--- config.mk ---
export PLATFORM = sky130hd
export DESIGN_NAME = pepfm_port
export DESIGN_NICKNAME = d
export VERILOG_FILES = /design/src/include/pepfm_pkg.sv /design/src/hdl/pepfm_sync.sv /design/src/hdl/pepfm_port.sv
export SDC_FILE = /design/constraint.sdc
export NUM_CORES = 1
export LEC_CHECK = 0
export CAP_MARGIN = 10
export CELL_PAD_IN_SITES_DETAIL_PLACEMENT = 1
export CELL_PAD_IN_SITES_GLOBAL_PLACEMENT = 2
export CORE_ASPECT_RATIO = 0.6
export CORE_MARGIN = 2
export CORE_UTILIZATION = 25
export CTS_CLUSTER_SIZE = 16
export DETAILED_ROUTE_END_ITERATION = 7
export DONT_BUFFER_PORTS = 1
export GPL_TIMING_DRIVEN = 0
export PLACE_DENSITY_LB_ADDON = 0.1
export SETUP_SLACK_MARGIN = 0.05
export SYNTH_ARGS = -nofsm -noshare
export SYNTH_HDL_FRONTEND = slang
export SYNTH_HIERARCHICAL = 1
export SYNTH_SLANG_ARGS = --single-unit
export TNS_END_PERCENT = 50
--- constraint.sdc ---
create_clock -name aclk -period 2.9 [get_ports aclk]
set_clock_uncertainty 0.05 [all_clocks]
set_input_delay 0.58 -clock aclk [delete_from_list [all_inputs] [get_ports aclk]]
set_output_delay 0.58 -clock aclk [all_outputs]
set_load 0.1 [all_outputs]
--- src/include/pepfm_pkg.sv ---
// Package for the port E pin function multiplexer
package pepfm_pkg;

   // Register byte offsets
   localparam logic [3:0] OFS_PIN_VALUE    = 4'h0;
   localparam logic [3:0] OFS_OUT_LATCH    = 4'h4;
   localparam logic [3:0] OFS_DIRECTION    = 4'h8;
   localparam logic [3:0] OFS_PORTA_LATCH  = 4'hC;

   // Reset values
   localparam logic [7:0] RST_OUT_LATCH    = 8'h00;
   localparam logic [7:0] RST_DIRECTION    = 8'hFF;
   localparam logic [7:0] RST_PORTA_LATCH  = 8'h00;

   // Pull-up enable positions in the port A latch
   localparam int         BIT_PORT_E_PIN_VALUE_PU     = 6;
   localparam int         BIT_PORTD_PU     = 7;

   // Special pins
   localparam int         PIN_CCP2         = 7;
   localparam int         PIN_PSP_RD       = 0;
   localparam int         PIN_PSP_WR       = 1;
   localparam int         PIN_PSP_CS       = 2;

   // Implemented-bit masks per package variant
   localparam logic [7:0] MASK_SMALL       = 8'h3F;
   localparam logic [7:0] MASK_FULL        = 8'hFF;

   // Package variant
   typedef enum logic [1:0]
   {
      PEPFM_PKG_SMALL = 2'b00,
      PEPFM_PKG_MID   = 2'b01,
      PEPFM_PKG_LARGE = 2'b10
   } pepfm_variant_t;

   // AXI responses
   localparam logic [1:0] RESP_OKAY        = 2'h0;
   localparam logic [1:0] RESP_SLVERR      = 2'h2;

endpackage

--- src/hdl/pepfm_sync.sv ---
// Two-stage synchroniser for a vector of pin levels
`timescale 1ns/100ps
module pepfm_sync
#(
   parameter int W = 8
)
(
   input  wire logic         aclk,
   input  wire logic         aresetn,
   input  wire logic [W-1:0] d,
   output logic      [W-1:0] q
);

   typedef struct packed
   {
      logic [W-1:0] s1;
      logic [W-1:0] s2;
   } pepfm_sync_t;

   pepfm_sync_t st_r;
   pepfm_sync_t st_nxt;

   always_comb
   begin
      st_nxt    = st_r;
      st_nxt.s1 = d;
      st_nxt.s2 = st_r.s1;
   end

   always_ff @(posedge aclk)
   begin
      if (!aresetn)
         st_r <= '0;
      else
         st_r <= st_nxt;
   end

   assign q = st_r.s2;

endmodule // pepfm_sync

--- src/hdl/pepfm_port.sv ---
// Port E register block and pin function multiplexer with AXI4-Lite slave
//
// Behaviour
// An output-direction pin with no owning peripheral drives its output latch bit.
// An input-direction pin is captured as port data, with a weak pull-up when enabled.
// External memory bus use of a pin overrides every other function and the direction bit.
// In memory bus mode each pin drives and accepts address/data bits 8 to 15.
// Memory bus pin functions exist only in the largest package variant.
// Active PWM channel outputs on output pins win over latch and parallel port data.
// PWM channel pins float during a shutdown event when so configured.
// Pin 7 in module-2 compare/PWM use drives compare/PWM when output, else feeds capture.
// Mid and large variants map PWM1 and PWM3 channels B/C here when pin-map bit set.
// Mid and large variants map module-2 channel A to pin 7 in MCU mode with its bit clear.
// The smallest variant has port bits 7 and 6 unimplemented, reading zero.
// Parallel slave port control functions exist only in the largest variant.
// Port A latch bit 6 enables port E pull-ups and bit 7 enables port D pull-ups.
// Parallel slave port mode turns pins 0 to 2 into read, write and select inputs.
`timescale 1ns/100ps
module pepfm_port
(
   input  wire logic        aclk,
   input  wire logic        aresetn,
   // AXI4-Lite slave
   input  wire logic [3:0]  s_axi_awaddr,
   input  wire logic        s_axi_awvalid,
   output logic             s_axi_awready,
   input  wire logic [31:0] s_axi_wdata,
   input  wire logic [3:0]  s_axi_wstrb,
   input  wire logic        s_axi_wvalid,
   output logic             s_axi_wready,
   output logic [1:0]       s_axi_bresp,
   output logic             s_axi_bvalid,
   input  wire logic        s_axi_bready,
   input  wire logic [3:0]  s_axi_araddr,
   input  wire logic        s_axi_arvalid,
   output logic             s_axi_arready,
   output logic [31:0]      s_axi_rdata,
   output logic [1:0]       s_axi_rresp,
   output logic             s_axi_rvalid,
   input  wire logic        s_axi_rready,
   // Static device configuration
   input  wire logic [1:0]  pkg_variant,
   input  wire logic        mcu_mode,
   input  wire logic        pwm_pin_map_select,
   input  wire logic        module2_pin_map_select,
   // Peripheral side
   input  wire logic        external_memory_bus,
   input  wire logic [7:0]  ext_bus_addr_data_out,
   input  wire logic        ext_bus_drive,
   output logic [7:0]       ext_bus_data_in,
   input  wire logic        pwm1_channel_b,
   input  wire logic        pwm1_channel_c,
   input  wire logic        pwm3_channel_b,
   input  wire logic        pwm3_channel_c,
   input  wire logic        pwm2_channel_a,
   input  wire logic        pwm_active,
   input  wire logic        pwm_shutdown_float,
   input  wire logic        compare_capture_pwm_module2,
   output logic             module2_capture_in,
   input  wire logic        parallel_slave_port_mode,
   output logic             psp_read_n,
   output logic             psp_write_n,
   output logic             psp_select_n,
   output logic             port_d_pullup_enable,
   // Pins
   input  wire logic [7:0]  pin_in,
   output logic [7:0]       pin_out,
   output logic [7:0]       pin_oe,
   output logic [7:0]       pin_pullup
);

   ////////////////////////////////////////////////////////////////////////////////////////
   typedef struct packed
   {
      logic [7:0]  latch;
      logic [7:0]  dir;
      logic [7:0]  porta;
      logic        awready;
      logic        wready;
      logic        aw_got;
      logic        w_got;
      logic [3:0]  aw_addr;
      logic [31:0] w_data;
      logic [3:0]  w_strb;
      logic        bvalid;
      logic [1:0]  bresp;
      logic        arready;
      logic        rvalid;
      logic [31:0] rdata;
      logic [1:0]  rresp;
      logic [7:0]  pout;
      logic [7:0]  poe;
      logic [7:0]  ppu;
      logic [7:0]  ebin;
      logic        cap;
      logic [2:0]  parallel_slave_port;
      logic        dpu;
   } pepfm_state_t;

   pepfm_state_t st_r;
   pepfm_state_t st_nxt;

   logic [7:0] pin_sync;

   pepfm_sync #(.W(8)) i_pepfm_sync
   (
      .aclk    (aclk),
      .aresetn (aresetn),
      .d       (pin_in),
      .q       (pin_sync)
   );

   ////////////////////////////////////////////////////////////////////////////////////////
   // Variant decode
   logic       is_large;
   logic       is_mid_up;
   logic [7:0] impl_mask;
   logic       emb_on;
   logic       psp_on;
   logic       map_bc;
   logic       map_p2a;
   logic       psp_live;
   logic [7:0] pin_view;

   always_comb
   begin
      is_large  = (pkg_variant == pepfm_pkg::PEPFM_PKG_LARGE);
      is_mid_up = is_large || (pkg_variant == pepfm_pkg::PEPFM_PKG_MID);
      impl_mask = (pkg_variant == pepfm_pkg::PEPFM_PKG_SMALL) ?
                  pepfm_pkg::MASK_SMALL : pepfm_pkg::MASK_FULL;
      emb_on    = is_large && external_memory_bus;
      psp_on    = is_large && parallel_slave_port_mode;
      map_bc    = is_mid_up && pwm_pin_map_select;
      map_p2a   = is_mid_up && mcu_mode && !module2_pin_map_select;
      // Memory bus wins over the parallel port controls
      psp_live  = psp_on && !emb_on;
      pin_view  = pin_sync & impl_mask;
   end

   ////////////////////////////////////////////////////////////////////////////////////////
   // Pin multiplexer
   logic [7:0] pwm_own;
   logic [7:0] pwm_val;
   logic       ccp_own;
   logic [7:0] drv_out;
   logic [7:0] drv_oe;
   logic       pe_pu;

   always_comb
   begin
      pwm_own = 8'h00;
      pwm_val = 8'h00;
      pwm_own[3] = map_bc && pwm_active;
      pwm_val[3] = pwm3_channel_c;
      pwm_own[4] = map_bc && pwm_active;
      pwm_val[4] = pwm3_channel_b;
      pwm_own[5] = map_bc && pwm_active;
      pwm_val[5] = pwm1_channel_c;
      pwm_own[6] = map_bc && pwm_active;
      pwm_val[6] = pwm1_channel_b;
      pwm_own[7] = map_p2a && pwm_active;
      pwm_val[7] = pwm2_channel_a;
      // Small variant lacks pins 7 and 6, so nothing may own them
      pwm_own    = pwm_own & impl_mask;
      ccp_own    = map_p2a && compare_capture_pwm_module2 && !pwm_own[pepfm_pkg::PIN_CCP2]
                   && impl_mask[pepfm_pkg::PIN_CCP2];
      pe_pu      = st_r.porta[pepfm_pkg::BIT_PORT_E_PIN_VALUE_PU];
      drv_out    = 8'h00;
      drv_oe     = 8'h00;
      // Priority: memory bus, PWM channel, module-2 compare, latch
      for (int i = 0; i < 8; i++)
      begin
         if (emb_on)
         begin
            drv_out[i] = ext_bus_addr_data_out[i];
            drv_oe[i]  = ext_bus_drive;
         end
         else if (!st_r.dir[i] && pwm_own[i])
         begin
            drv_out[i] = pwm_val[i];
            drv_oe[i]  = !pwm_shutdown_float;
         end
         else if (!st_r.dir[i] && ccp_own && (i == pepfm_pkg::PIN_CCP2))
         begin
            drv_out[i] = pwm2_channel_a;
            drv_oe[i]  = 1'b1;
         end
         else if (!st_r.dir[i])
         begin
            drv_out[i] = st_r.latch[i];
            drv_oe[i]  = 1'b1;
         end
      end
      drv_out = drv_out & impl_mask;
      drv_oe  = drv_oe & impl_mask;
   end

   ////////////////////////////////////////////////////////////////////////////////////////
   // Register bus and registered outputs
   logic [7:0]  wr_byte;
   logic [7:0]  rd_byte;
   logic        rd_hit;
   logic        wr_hit;

   always_comb
   begin
      st_nxt  = st_r;
      wr_byte = st_r.w_data[7:0];
      rd_byte = 8'h00;
      rd_hit  = 1'b1;
      wr_hit  = 1'b1;

      // Address and data taken in either order
      if (s_axi_awvalid && st_r.awready)
      begin
         st_nxt.aw_got  = 1'b1;
         st_nxt.aw_addr = s_axi_awaddr;
         st_nxt.awready = 1'b0;
      end
      if (s_axi_wvalid && st_r.wready)
      begin
         st_nxt.w_got  = 1'b1;
         st_nxt.w_data = s_axi_wdata;
         st_nxt.w_strb = s_axi_wstrb;
         st_nxt.wready = 1'b0;
      end
      if (st_r.aw_got && st_r.w_got && !st_r.bvalid)
      begin
         // Only byte lane 0 has storage; other lanes are ignored
         case (st_r.aw_addr)
            pepfm_pkg::OFS_PIN_VALUE,
            pepfm_pkg::OFS_OUT_LATCH:
            begin
               if (st_r.w_strb[0])
                  st_nxt.latch = wr_byte & impl_mask;
            end
            pepfm_pkg::OFS_DIRECTION:
            begin
               if (st_r.w_strb[0])
                  st_nxt.dir = wr_byte & impl_mask;
            end
            pepfm_pkg::OFS_PORTA_LATCH:
            begin
               if (st_r.w_strb[0])
                  st_nxt.porta = wr_byte;
            end
            default:
            begin
               wr_hit = 1'b0;
            end
         endcase
         st_nxt.bvalid = 1'b1;
         st_nxt.bresp  = wr_hit ? pepfm_pkg::RESP_OKAY : pepfm_pkg::RESP_SLVERR;
         st_nxt.aw_got = 1'b0;
         st_nxt.w_got  = 1'b0;
      end
      if (st_r.bvalid && s_axi_bready)
      begin
         st_nxt.bvalid  = 1'b0;
         st_nxt.awready = 1'b1;
         st_nxt.wready  = 1'b1;
      end

      // Reads answer one cycle after the address is taken
      // Unimplemented bits read zero even if stored under another variant
      case (s_axi_araddr)
         pepfm_pkg::OFS_PIN_VALUE:   rd_byte = pin_view;
         pepfm_pkg::OFS_OUT_LATCH:   rd_byte = st_r.latch & impl_mask;
         pepfm_pkg::OFS_DIRECTION:   rd_byte = st_r.dir & impl_mask;
         pepfm_pkg::OFS_PORTA_LATCH: rd_byte = st_r.porta;
         default:
         begin
            rd_byte = 8'h00;
            rd_hit  = 1'b0;
         end
      endcase
      if (s_axi_arvalid && st_r.arready)
      begin
         st_nxt.arready = 1'b0;
         st_nxt.rvalid  = 1'b1;
         st_nxt.rdata   = {24'h000000, rd_byte};
         st_nxt.rresp   = rd_hit ? pepfm_pkg::RESP_OKAY : pepfm_pkg::RESP_SLVERR;
      end
      if (st_r.rvalid && s_axi_rready)
      begin
         st_nxt.rvalid  = 1'b0;
         st_nxt.arready = 1'b1;
      end

      // Pin side, one register stage so every output is a flip-flop
      st_nxt.pout = drv_out;
      st_nxt.poe  = drv_oe;
      // Pull-ups never fight the memory bus drivers
      st_nxt.ppu  = (pe_pu && !emb_on) ? (st_r.dir & impl_mask) : 8'h00;
      st_nxt.ebin = emb_on ? pin_sync : 8'h00;
      st_nxt.cap  = ccp_own && !emb_on && st_r.dir[pepfm_pkg::PIN_CCP2]
                    && pin_view[pepfm_pkg::PIN_CCP2];
      // Inactive controls idle high; direction bits still must be input
      st_nxt.parallel_slave_port[0] = !(psp_live && st_r.dir[pepfm_pkg::PIN_PSP_RD]) ||
                      pin_sync[pepfm_pkg::PIN_PSP_RD];
      st_nxt.parallel_slave_port[1] = !(psp_live && st_r.dir[pepfm_pkg::PIN_PSP_WR]) ||
                      pin_sync[pepfm_pkg::PIN_PSP_WR];
      st_nxt.parallel_slave_port[2] = !(psp_live && st_r.dir[pepfm_pkg::PIN_PSP_CS]) ||
                      pin_sync[pepfm_pkg::PIN_PSP_CS];
      st_nxt.dpu  = st_r.porta[pepfm_pkg::BIT_PORTD_PU];
   end

   always_ff @(posedge aclk)
   begin
      if (!aresetn)
      begin
         st_r         <= '0;
         st_r.latch   <= pepfm_pkg::RST_OUT_LATCH;
         st_r.dir     <= pepfm_pkg::RST_DIRECTION;
         st_r.porta   <= pepfm_pkg::RST_PORTA_LATCH;
         // Readies idle high so the first request is taken at once
         st_r.awready <= 1'b1;
         st_r.wready  <= 1'b1;
         st_r.arready <= 1'b1;
         st_r.parallel_slave_port     <= 3'h7;
      end
      else
         st_r <= st_nxt;
   end

   ////////////////////////////////////////////////////////////////////////////////////////
   assign s_axi_awready        = st_r.awready;
   assign s_axi_wready         = st_r.wready;
   assign s_axi_bresp          = st_r.bresp;
   assign s_axi_bvalid         = st_r.bvalid;
   assign s_axi_arready        = st_r.arready;
   assign s_axi_rdata          = st_r.rdata;
   assign s_axi_rresp          = st_r.rresp;
   assign s_axi_rvalid         = st_r.rvalid;
   assign ext_bus_data_in      = st_r.ebin;
   assign module2_capture_in   = st_r.cap;
   assign psp_read_n           = st_r.parallel_slave_port[0];
   assign psp_write_n          = st_r.parallel_slave_port[1];
   assign psp_select_n         = st_r.parallel_slave_port[2];
   assign port_d_pullup_enable = st_r.dpu;
   assign pin_out              = st_r.pout;
   assign pin_oe               = st_r.poe;
   assign pin_pullup           = st_r.ppu;

endmodule // pepfm_port

After elaboration in Yosys (flattened, before gate mapping)
Index checks and enable logic that the tools add are counted.
- word-level logic and storage cells: 166
- register bits after elaboration: 109
- reduce and logical (&&, ||, !) cells: 68
- bitwise gates (word level): 8
- equality and inequality tests: 8
- mux-type cells: 57
- operators with widths (operator ; count):
    8-bit bitwise AND ; 7
    1-bit 2-to-1 mux ; 53
    1-bit logical AND ; 34
    8-bit one-hot mux with 4 select lines ; 1
    4-bit equality test, second input constant ; 4
    1-bit zero test ; 16
    3-bit AND reduction ; 3
    4-bit by 3-bit equality test with 1-bit output, second input constant ; 2
    4-bit zero test ; 2
    8-bit 2-to-1 mux ; 1
    2-bit OR reduction ; 4
    4-bit OR reduction ; 2
    1-bit logical OR ; 4
    2-bit 2-to-1 mux ; 2
    2-bit AND reduction ; 2
    2-bit by 1-bit equality test with 1-bit output, second input constant ; 1
    2-bit equality test, second input constant ; 1
    2-bit zero test ; 1
    1-bit NOT ; 1

Depth between registers and ports, before layout
Gate-level depths: netlist of run 1.
- word-level depth: 14
- gate-level depth with buffers: 8
- gate-level depth less buffers: 6

Hierarchy
The synthesis of run 1 kept the hierarchy.
- modules (own cells, without submodules) (module ; cells each ; sequential area each (um^2) ; area each (um^2) ; instances):
    pepfm_port ; 433 ; 1821.7 ; 4119.0 ; 1
    pepfm_sync ; 33 ; 320.3 ; 446.7 ; 1

Worst setup path after synthesis of run 1
Ideal clock, no wire load.
- kind: register to register
- from: register st_r, in the netlist s_axi_bvalid
- to: register st_r, in the netlist pe_pu
- library setup time: 0.117 ns
- required time: 2.733 ns
- cell stages (with the launch flop): 6
- arrival time: 1.829 ns
- path buffers: 1
- slack: 0.904 ns
- cells stage by stage: dfxtp_1 and3b_1 buf_6 nand4_2 mux2i_1 nor2b_1
- cells in the longest elaborated chain, start to end: 3
- RTL lines (element ; RTL line ; RTL):
    start, declared ; pepfm_port.sv:100 ; pepfm_state_t st_r;
    start signal, assigned ; pepfm_port.sv:323 ; st_r <= st_nxt;
    1-bit zero test ; pepfm_port.sv:227 ; if (st_r.aw_got && st_r.w_got && !st_r.bvalid)
    1-bit logical AND ; pepfm_port.sv:227 ;
    3-bit AND reduction (no line) ; -- ;
Every way passes these cells.
A chain may end at the register's enable or synchronous reset.

Worst setup path in the final report of run 1
- from: register st_r, in the netlist s_axi_bvalid
- to: register st_r, in the netlist st_nxt[0]
Same word-level chain as after synthesis.

==> flow_metrics.tcl, run 1 <==
set metrics [dict create \
    status "complete, no violations" \
    syn_area_per_cell_um2 9.80 \
    fin_setup_tns_ns 0 \
    first_pass_iters 4 \
    gp_congestion 0.768 \
    num_io_pins 161 \
    routedWlPerCell_um 18.1 \
    p_sw_mw 0.938 \
    postCtsSetupBuffers 0 \
    grt_start_max_net_pins 18 \
    drt_iter0_drc 103 \
    min_from "s_axi_awvalid" \
    core_um2 18000 \
    p_comb_frac 0.120 \
    topRoutingLayerUsed "met4" \
    synth_top_area_share 0.469 \
    yosys.area.top_type "dfxtp_1" \
    hp-class "in2reg" \
    timing.slew.headroom 0.215 \
    dr_wl_met3_um 972 \
    min_period_ns 2.20 \
    wl_met2_um 5220 \
    peakVddDrop_uv 260 \
    port_buffers 0 \
    holdBufCountCts 0 \
    htreeDepth 3 \
    syn-instance-count 466 \
    syn-cell-area_um2 4570 \
    grt_pass1_wl_um 20200 \
    vias 3102 \
    leakage_nw 2.39 \
    worst_pin_slew_ns 1.18 \
    rsz0062_at_grt "no" \
    cts_root_buf "clkbuf_16" \
    via_per_inst 4.15 \
    cts_resized 0 \
    rr_startpoint "s_axi_bvalid" \
    cp.arrival_ns 2.39 \
    cts.sinks 107 \
    area_growth_pct 15.3 \
    clkPwrFrac 0.393 \
    grt_pass1_vias 3242 \
    yosysWarnings 6 \
    clk_path_buf_depth 2 \
    rows 38 \
    synth-seq-cells 107 \
    clk_pin_slew_ns 0.07 \
    die_x_um 178 \
    antenna_found_initial 0 \
    routed_wl_um 13500 \
    setup_viol 0 \
    power_density_nw_per_um2 614 \
    max_cap_viol_count 0 \
    wl_met1_um 7230 \
    min_period_over_period 0.759 \
    synthMostInstantiatedCell "dfxtp_1" \
    hold_viol_final 0 \
    hpwl_um 10500 \
    synth_flop_cell "dfxtp_1" \
    synth_commonest_cells "dfxtp_1 (107), buf_4 (69), nand2_1 (49)" \
    drive_gt1_frac 0.219 \
    p_seq_frac 0.487 \
    finalPower_mw 3.24 \
    p_sw_frac 0.290 \
    cts_tree "yes" \
    cts_buffers 9 \
    worst_setup_path_end_kind "register" \
    finalNetCount 587 \
    ant_nets 0 \
    cp_max_fo 8 \
    die_area_um2 19400 \
    synth_cell_types 42 \
    overflow 0 \
    startpoint "s_axi_bvalid" \
    synthArstFlopShare 0 \
    startpoint_type "register" \
    finalMaxSlewViolations 0 \
    internal-power_mw 2.30 \
    drc 0 \
    start_util 0.254 \
    max_freq_ghz 0.454 \
    ys_seq_area_frac 0.469 \
    track_usage 0.143 \
    die_h_um 109 \
    critical_path_required_ns 3.09 \
    timing_worst_setup_path_type "reg2reg" \
    synthTopCellsByArea "dfxtp_1 (47%), buf_4 (11%), mux2i_1 (7.9%)" \
    synth_enable_flop_cells 0 \
    clkLatencyLatePin_ns 0.34 \
]
-- area by class of cell --
type | instances | area, µm²
fill | 2088 | 12700
clock inverter | 5 | 61.3
clock buffer | 11 | 243
sequential | 107 | 2140
inverter | 6 | 22.5
tap | 240 | 300
multi-input combinational | 288 | 1870
buffer | 90 | 624
antenna | 1 | 2.50
-- power groups by stage --
stage / Combinational, mW / Sequential (mW) / Clock (mW)
3_5_place_dp: 0.390 / 1.61 / 0
3_3_place_gp: 0.387 / 1.61 / 0
4_1_cts: 0.390 / 1.58 / 1.32
2_1_floorplan: 0.344 / 1.60 / 0
5_1_grt: 0.413 / 1.58 / 1.38
6_report: 0.388 / 1.57 / 1.27
-- metal layers --
layer | track usage | vias to the layer above
met2 | 0.197 | 82
li1 | - | 1545
met3 | 0.0530 | 8
met1 | 0.213 | 1467
met4 | 0.0244 | 0
met5 | 0 | -
-- registers in the layout, summed over array words and instances, names as in the netlist, 8 cells and up --
name / flops
i_pepfm_sync/q: 8
ext_bus_data_in: 8
s_axi_rdata: 8
pin_pullup: 8
st_r: 37
pin_out: 8
i_pepfm_sync/st_nxt: 8
pin_oe: 8
-- stage by stage --
stage | hold slack (ns) | util | setup WS (ns) | instance area [µm²] | cells
6_report | 0.280 | 0.293 | 0.699 | 5270 | 748
5_1_grt | 0.283 | 0.293 | 0.528 | 5260 | 747
4_1_cts | 0.269 | 0.293 | 0.674 | 5260 | 747
3_5_place_dp | 0.383 | 0.276 | 0.627 | 4960 | 731
3_3_place_gp | 0.383 | 0.276 | 0.627 | 4960 | 731
2_1_floorplan | 0.370 | - | 0.904 | 4660 | 491
-- final timing paths --
kind                                     endpoint  slack [ns]  depth (start not counted)
worst max register to register          st_nxt[0]        0.70                          5
worst max-delay path                    st_nxt[0]        0.70                          5
worst min-delay path                s_axi_awready        0.28                          1
worst min register to register  i_pepfm_sync/q[7]        0.40                          1
-- layout by cell type (no fill, tap or decap), drive strengths merged, types with 2 or more instances in the layout --
| cell | Yosys | final |
|---|---|---|
| and2 | 31 | 31 |
| o21ai | 11 | 11 |
| mux2 | 4 | 4 |
| nand4b | 3 | 3 |
| inv | 6 | 7 |
| nand3b | 9 | 9 |
| a21oi | 4 | 4 |
| a22oi | 6 | 6 |
| nand4 | 2 | 2 |
| a21boi | 22 | 22 |
| nor2 | 12 | 12 |
| clkbuf | 13 | 24 |
| or3 | 3 | 3 |
| dfxtp | 107 | 107 |
| buf | 77 | 77 |
| a22o | 6 | 6 |
| ha | 2 | 2 |
| o22ai | 6 | 6 |
| nand2b | 3 | 3 |
| nand2 | 49 | 49 |
| and4b | 2 | 2 |
| and3 | 10 | 10 |
| conb | 1 | 26 |
| nand3 | 10 | 10 |
| o311ai | 2 | 2 |
| mux2i | 36 | 36 |
| and3b | 3 | 3 |
| clkinvlp | 0 | 3 |
| nor3b | 2 | 2 |
| nor2b | 19 | 19 |
-- cell families (layout without fill, tap and decap cells) --
kind of cell	count (synthesis)	after routing	share of synthesized area
compound gates	60	60	0.0921
fa+ha+maj	2	2	0.00548
buf+inv	96	112	0.142
flops	107	107	0.469
mux	40	40	0.0888
other cells	1	27	0.000821
simple gates	160	160	0.202
-- critical path, stage by stage, from the launching register on --
cell	delay (ns)
dfxtp_1	1.01
and3b_1	0.28
buf_6	0.14
nand4_2	0.32
mux2i_1	0.23
nor2b_1	0.07
Power figures use the tool's default switching activity.
==> run 2, diff against run 1 <==
==> constraint.sdc (replaced) <==
create_clock -name aclk -period 2.2 [get_ports aclk]
set_clock_uncertainty 0.05 [all_clocks]
set_input_delay 0.44 -clock aclk [delete_from_list [all_inputs] [get_ports aclk]]
set_output_delay 0.44 -clock aclk [all_outputs]
set_load 0.1 [all_outputs]
==> run 2 against run 1 <==
First-iteration DRC count grew 5.8%. Sequential share of layout area is essentially flat. Global-route usage is the same. Hold slack lost 0.14 ns. Utilization is essentially flat. Critical path type is now reg2out. Largest cell class unchanged. Highest routed layer unchanged.
==> flow_metrics.tcl, run 2 (synthesis gave the netlist of run 1 again) <==
set metrics [dict create \
    status "complete, no violations" \
    cts_tree "yes" \
    via_per_inst 4.15 \
    first_pass_iters 4 \
    clkPwrFrac 0.393 \
    antenna_found_initial 0 \
    p_sw_frac 0.289 \
    die_area_um2 19400 \
    drt_iter0_drc 109 \
    grt_pass1_wl_um 20200 \
    clk_path_buf_depth 2 \
    routedWlPerCell_um 18.1 \
    busiest_layer "met1" \
    hold_viol_final 0 \
    setup_viol 0 \
    start_util 0.254 \
    track_usage 0.143 \
    routed_wl_um 13500 \
    min_period_over_period 0.884 \
    htreeDepth 3 \
    cts.sinks 107 \
    gp_congestion 0.768 \
    peakVddDrop_uv 343 \
    grt.met1_usage 0.213 \
    max_cap_viol_count 0 \
    rows 38 \
    port_buffers 0 \
    drc 0 \
    leakage_nw 2.39 \
    finalNetCount 587 \
    min_period_ns 1.95 \
    num_io_pins 161 \
    internal-power_mw 3.03 \
    critical_path_required_ns 1.71 \
    largest_reg_flops 37 \
    use_met3 0.0530 \
    startpoint_type "register" \
    max_freq_ghz 0.514 \
    p_sw_mw 1.23 \
    worst_pin_slew_ns 1.18 \
    timing_worst_setup_path_type "reg2out" \
    holdBufCountCts 0 \
    die_h_um 109 \
    rsz0062_at_grt "no" \
    power_density_nw_per_um2 809 \
    cts_root_buf "clkbuf_16" \
    vias 3103 \
    whs_ns 0.142 \
    p_comb_frac 0.120 \
    finalMaxSlewViolations 0 \
    ant_nets 0 \
    met2_usage 0.197 \
    area_growth_pct 15.4 \
    nFillCells 2088 \
    top_register "st_r" \
    hpwl_um 10500 \
    cp_max_fo 8 \
    hp-class "in2reg" \
    cp.arrival_ns 1.46 \
    fin_setup_tns_ns 0 \
    cts_buffers 9 \
    worst_setup_path_end_kind "output pin" \
    mostFrequentLayoutCells "dfxtp_1 (104), buf_4 (69), nand2_1 (49)" \
    final_common_cell "dfxtp_1" \
    grt_start_max_net_pins 18 \
    grt_pass1_vias 3242 \
    p_seq_frac 0.487 \
    core_um2 18000 \
    overflow 0 \
    drive_gt1_frac 0.225 \
    clkLatencyLatePin_ns 0.34 \
    timing.slew.headroom 0.215 \
    clk_pin_slew_ns 0.07 \
    die_x_um 178 \
]
run 2: area by class of cell:
type / instances / area, µm² / area share
antenna: 1 / 2.50 / 0.000475
buffer: 90 / 624 / 0.118
clock buffer: 11 / 243 / 0.0461
clock inverter: 5 / 61.3 / 0.0116
inverter: 6 / 22.5 / 0.00427
multi-input combinational: 288 / 1870 / 0.355
sequential: 107 / 2150 / 0.407
tap: 240 / 300 / 0.0570
run 2: metrics by stage:
stage / setup slack (ns) / instances / total power, mW / instance area [µm²] / util
floorplan: 0.204 / 491 / 2.56 / 4660 / -
global placement: 0.0125 / 731 / 2.63 / 4960 / 0.276
detailed placement: -0.0206 / 731 / 2.64 / 4960 / 0.276
CTS: 0.00154 / 747 / 4.33 / 5270 / 0.293
global route: 0.197 / 747 / 4.44 / 5270 / 0.293
finish: 0.254 / 748 / 4.26 / 5270 / 0.293
run 2: path summary, 6_finish.rpt:
kind | start | to | slack (ns) | cells past startpoint
hold reg to reg | i_pepfm_sync/st_nxt[7] | i_pepfm_sync/q[7] | 0.40 | 1
hold / removal | s_axi_awvalid | s_axi_awready | 0.14 | 1
setup / recovery | s_axi_awready | s_axi_awready | 0.25 | 0
setup reg to reg | s_axi_bvalid | st_nxt[0] | 0.34 | 5
run 2: timing repair:
action	CTS	global route
setup endpoints to repair	14	14
pin swaps	0	0
setup buffers	0	0
resized for setup	1	2
run 2: per-layer routing:
metal / share of wire / wire [µm]
met3: 0.071 / 964
met1: 0.53 / 7230
met4: 0.0064 / 86
met5: 0 / 0
met2: 0.39 / 5250
run 2: power groups by stage:
stage | sequential, mW | clock (mW) | combinational (mW)
finish | 2.08 | 1.67 | 0.512
global route | 2.08 | 1.81 | 0.544
detailed placement | 2.12 | 0 | 0.514
floorplan | 2.10 | 0 | 0.453
global placement | 2.12 | 0 | 0.510
CTS | 2.08 | 1.74 | 0.515
==> run 3, diff against run 2 <==
--- a/config.mk
+++ b/config.mk
@@ -5,10 +5,10 @@
 export SDC_FILE = /design/constraint.sdc
 export NUM_CORES = 1
 export LEC_CHECK = 0
+export ABC_AREA = 1
 export CAP_MARGIN = 10
 export CELL_PAD_IN_SITES_DETAIL_PLACEMENT = 1
 export CELL_PAD_IN_SITES_GLOBAL_PLACEMENT = 2
-export CORE_ASPECT_RATIO = 0.6
 export CORE_MARGIN = 2
 export CORE_UTILIZATION = 25
 export CTS_CLUSTER_SIZE = 16
==> run 3 against run 2 <==
Worst setup slack lost 0.021 ns. Final area up 0.24%. Clock power about the same.
==> flow_metrics.tcl, run 3 <==
set metrics [dict create \
    status "complete, no violations" \
    syn-cell-area_um2 4610 \
    hold_viol_final 0 \
    timing.slew.headroom 0.248 \
    rsz0062_at_grt "no" \
    syn-instance-count 572 \
    antenna_found_initial 0 \
    peakVddDrop_uv 387 \
    finalNetCount 693 \
    synth-seq-cells 107 \
    clk_pin_slew_ns 0.07 \
    leakage_nw 2.47 \
    mostFrequentLayoutCells "dfxtp_1 (106), nand2_1 (83), buf_4 (69)" \
    grt_pass1_vias 3730 \
    drive_gt1_frac 0.201 \
    clk_path_buf_depth 2 \
    num_io_pins 161 \
    synth_commonest_cells "dfxtp_1 (107), nand2_1 (83), buf_4 (69)" \
    die_h_um 140 \
    timing_worst_setup_path_type "reg2reg" \
    fin_cells 841 \
    slowest_stage "dfxtp_1" \
    routed_wl_um 13800 \
    setup_viol 0 \
    post-route-util 0.293 \
    synth_cell_types 34 \
    cts.sinks 107 \
    crit_chain "nand2_1 > buf_2 > inv_1 > o21ai_0 > a21oi_1" \
    synthTopCellsByArea "dfxtp_1 (47%), buf_4 (11%), nand2_1 (6.8%)" \
    die_x_um 140 \
    cts_buffers 9 \
    die_area_um2 19500 \
    routedWlPerCell_um 16.4 \
    synthArstFlopShare 0 \
    cp.arrival_ns 2.20 \
    grt_pass1_wl_um 21200 \
    via_per_inst 4.33 \
    synth_flop_cell "dfxtp_1" \
    largest_reg_flops 37 \
    synth_top_area_share 0.465 \
    worst_setup_path_end_kind "register" \
    worst_pin_slew_ns 1.13 \
    power_density_nw_per_um2 825 \
    core_um2 18000 \
    whs_ns 0.128 \
    crit_buf_inv 2 \
    min_period_over_period 0.894 \
    placed_area_um2 4990 \
    drc 0 \
    dp.cells 826 \
    cp_slowest_stage_delay_ns 0.98 \
    htreeDepth 3 \
    start_util 0.256 \
    port_buffers 0 \
    synth_enable_flop_cells 0 \
    drt_iter0_drc 145 \
    yosysWarnings 6 \
    critical_path_required_ns 2.43 \
    diodes 0 \
    cp_top_family "flip-flops" \
    grt_start_max_net_pins 16 \
    cts_root_buf "clkbuf_16" \
    first_pass_iters 4 \
    rows 49 \
    max_freq_ghz 0.509 \
    gp_congestion 0.773 \
    syn_area_per_cell_um2 8.05 \
    finalPower_mw 4.36 \
    overflow 0 \
    finalMaxSlewViolations 0 \
    area_growth_pct 14.7 \
    min_period_ns 1.97 \
    cts_tree "yes" \
    max_cap_viol_count 0 \
    cp_max_fo 10 \
    finish.instance_area_um2 5280 \
    hp-class "in2reg" \
    ant_nets 0 \
    vias 3638 \
    top_register "st_r" \
    yosys.area.top_type "dfxtp_1" \
    clkLatencyLatePin_ns 0.36 \
    place_ws_ns 0.213 \
    final_common_cell "dfxtp_1" \
    synthMostInstantiatedCell "dfxtp_1" \
    holdBufCountCts 0 \
    startpoint_type "register" \
    fin_ws_ns 0.233 \
    track_usage 0.144 \
    ys_seq_area_frac 0.465 \
    fin_setup_tns_ns 0 \
    hpwl_um 10800 \
    postCtsSetupBuffers 0 \
]
run 3: cell types whose count changed in the layout (fill, tap and decap cells not counted), sizes merged, moves of 19 or more:
cell	previous run	this run
a21boi	22	1
a21oi	4	42
and2	31	0
inv	7	54
mux2i	36	0
nand2	49	90
nand3	10	60
nor2	12	66
nor2b	19	0
o21ai	11	30
run 3: final timing paths:
check                         startpoint                endpoint  slack [ns]  cells after the start
setup / recovery           s_axi_arready          s_axi_rdata[7]        0.23                      5
hold / removal                 pin_in[3]  i_pepfm_sync/st_nxt[3]        0.13                      2
setup reg to reg           s_axi_arready          s_axi_rdata[7]        0.23                      5
hold reg to reg   i_pepfm_sync/st_nxt[5]       i_pepfm_sync/q[5]        0.37                      2
run 3: per-layer routing:
metal | track usage | up-vias | share of wire
met5 | 0 | - | 0
met4 | 0.0516 | 0 | 0.016
met3 | 0.0341 | 13 | 0.059
met2 | 0.241 | 91 | 0.48
met1 | 0.180 | 1704 | 0.45
li1 | - | 1830 | -
run 3: cell type report:
class / instances / area (µm²)
buffer: 88 / 644
clock buffer: 13 / 260
clock inverter: 2 / 35.0
fill: 2218 / 12700
inverter: 55 / 206
multi-input combinational: 347 / 1710
sequential: 107 / 2140
tap: 229 / 287
run 3: kinds of logic (layout without fill, tap and decap cells):
group / count (synthesis) / count (layout) / synth area share
AOI/OAI and AO/OA: 79 / 79 / 0.0948
DFF: 107 / 107 / 0.465
and+or+nand+nor: 240 / 240 / 0.249
adders and majority gates: 2 / 2 / 0.00543
buffers and inverters: 143 / 158 / 0.185
other: 1 / 26 / 0.000814
run 3: where the power goes:
part           internal [mW]  total, mW  switching (mW)
Sequential              2.00       2.12           0.119
Clock                  0.939       1.66           0.720
Combinational          0.123      0.586           0.463
Total                   3.06       4.36            1.30
run 3: what timing repair did:
action / in CTS / in global routing
endpoints found under the setup margin: 0 / 1
gates resized for setup: 0 / 1
endpoints found under the hold margin: 0 / 0
run 3: worst register-to-register path, delay by kind of cell, from the launching register on:
| family | cells | cell delay (ns) |
|---|---|---|
| buffers and inverters | 2 | 0.40 |
| AOI/OAI and AO/OA | 2 | 0.25 |
| DFF | 1 | 0.98 |
| and+or+nand+nor | 1 | 0.22 |
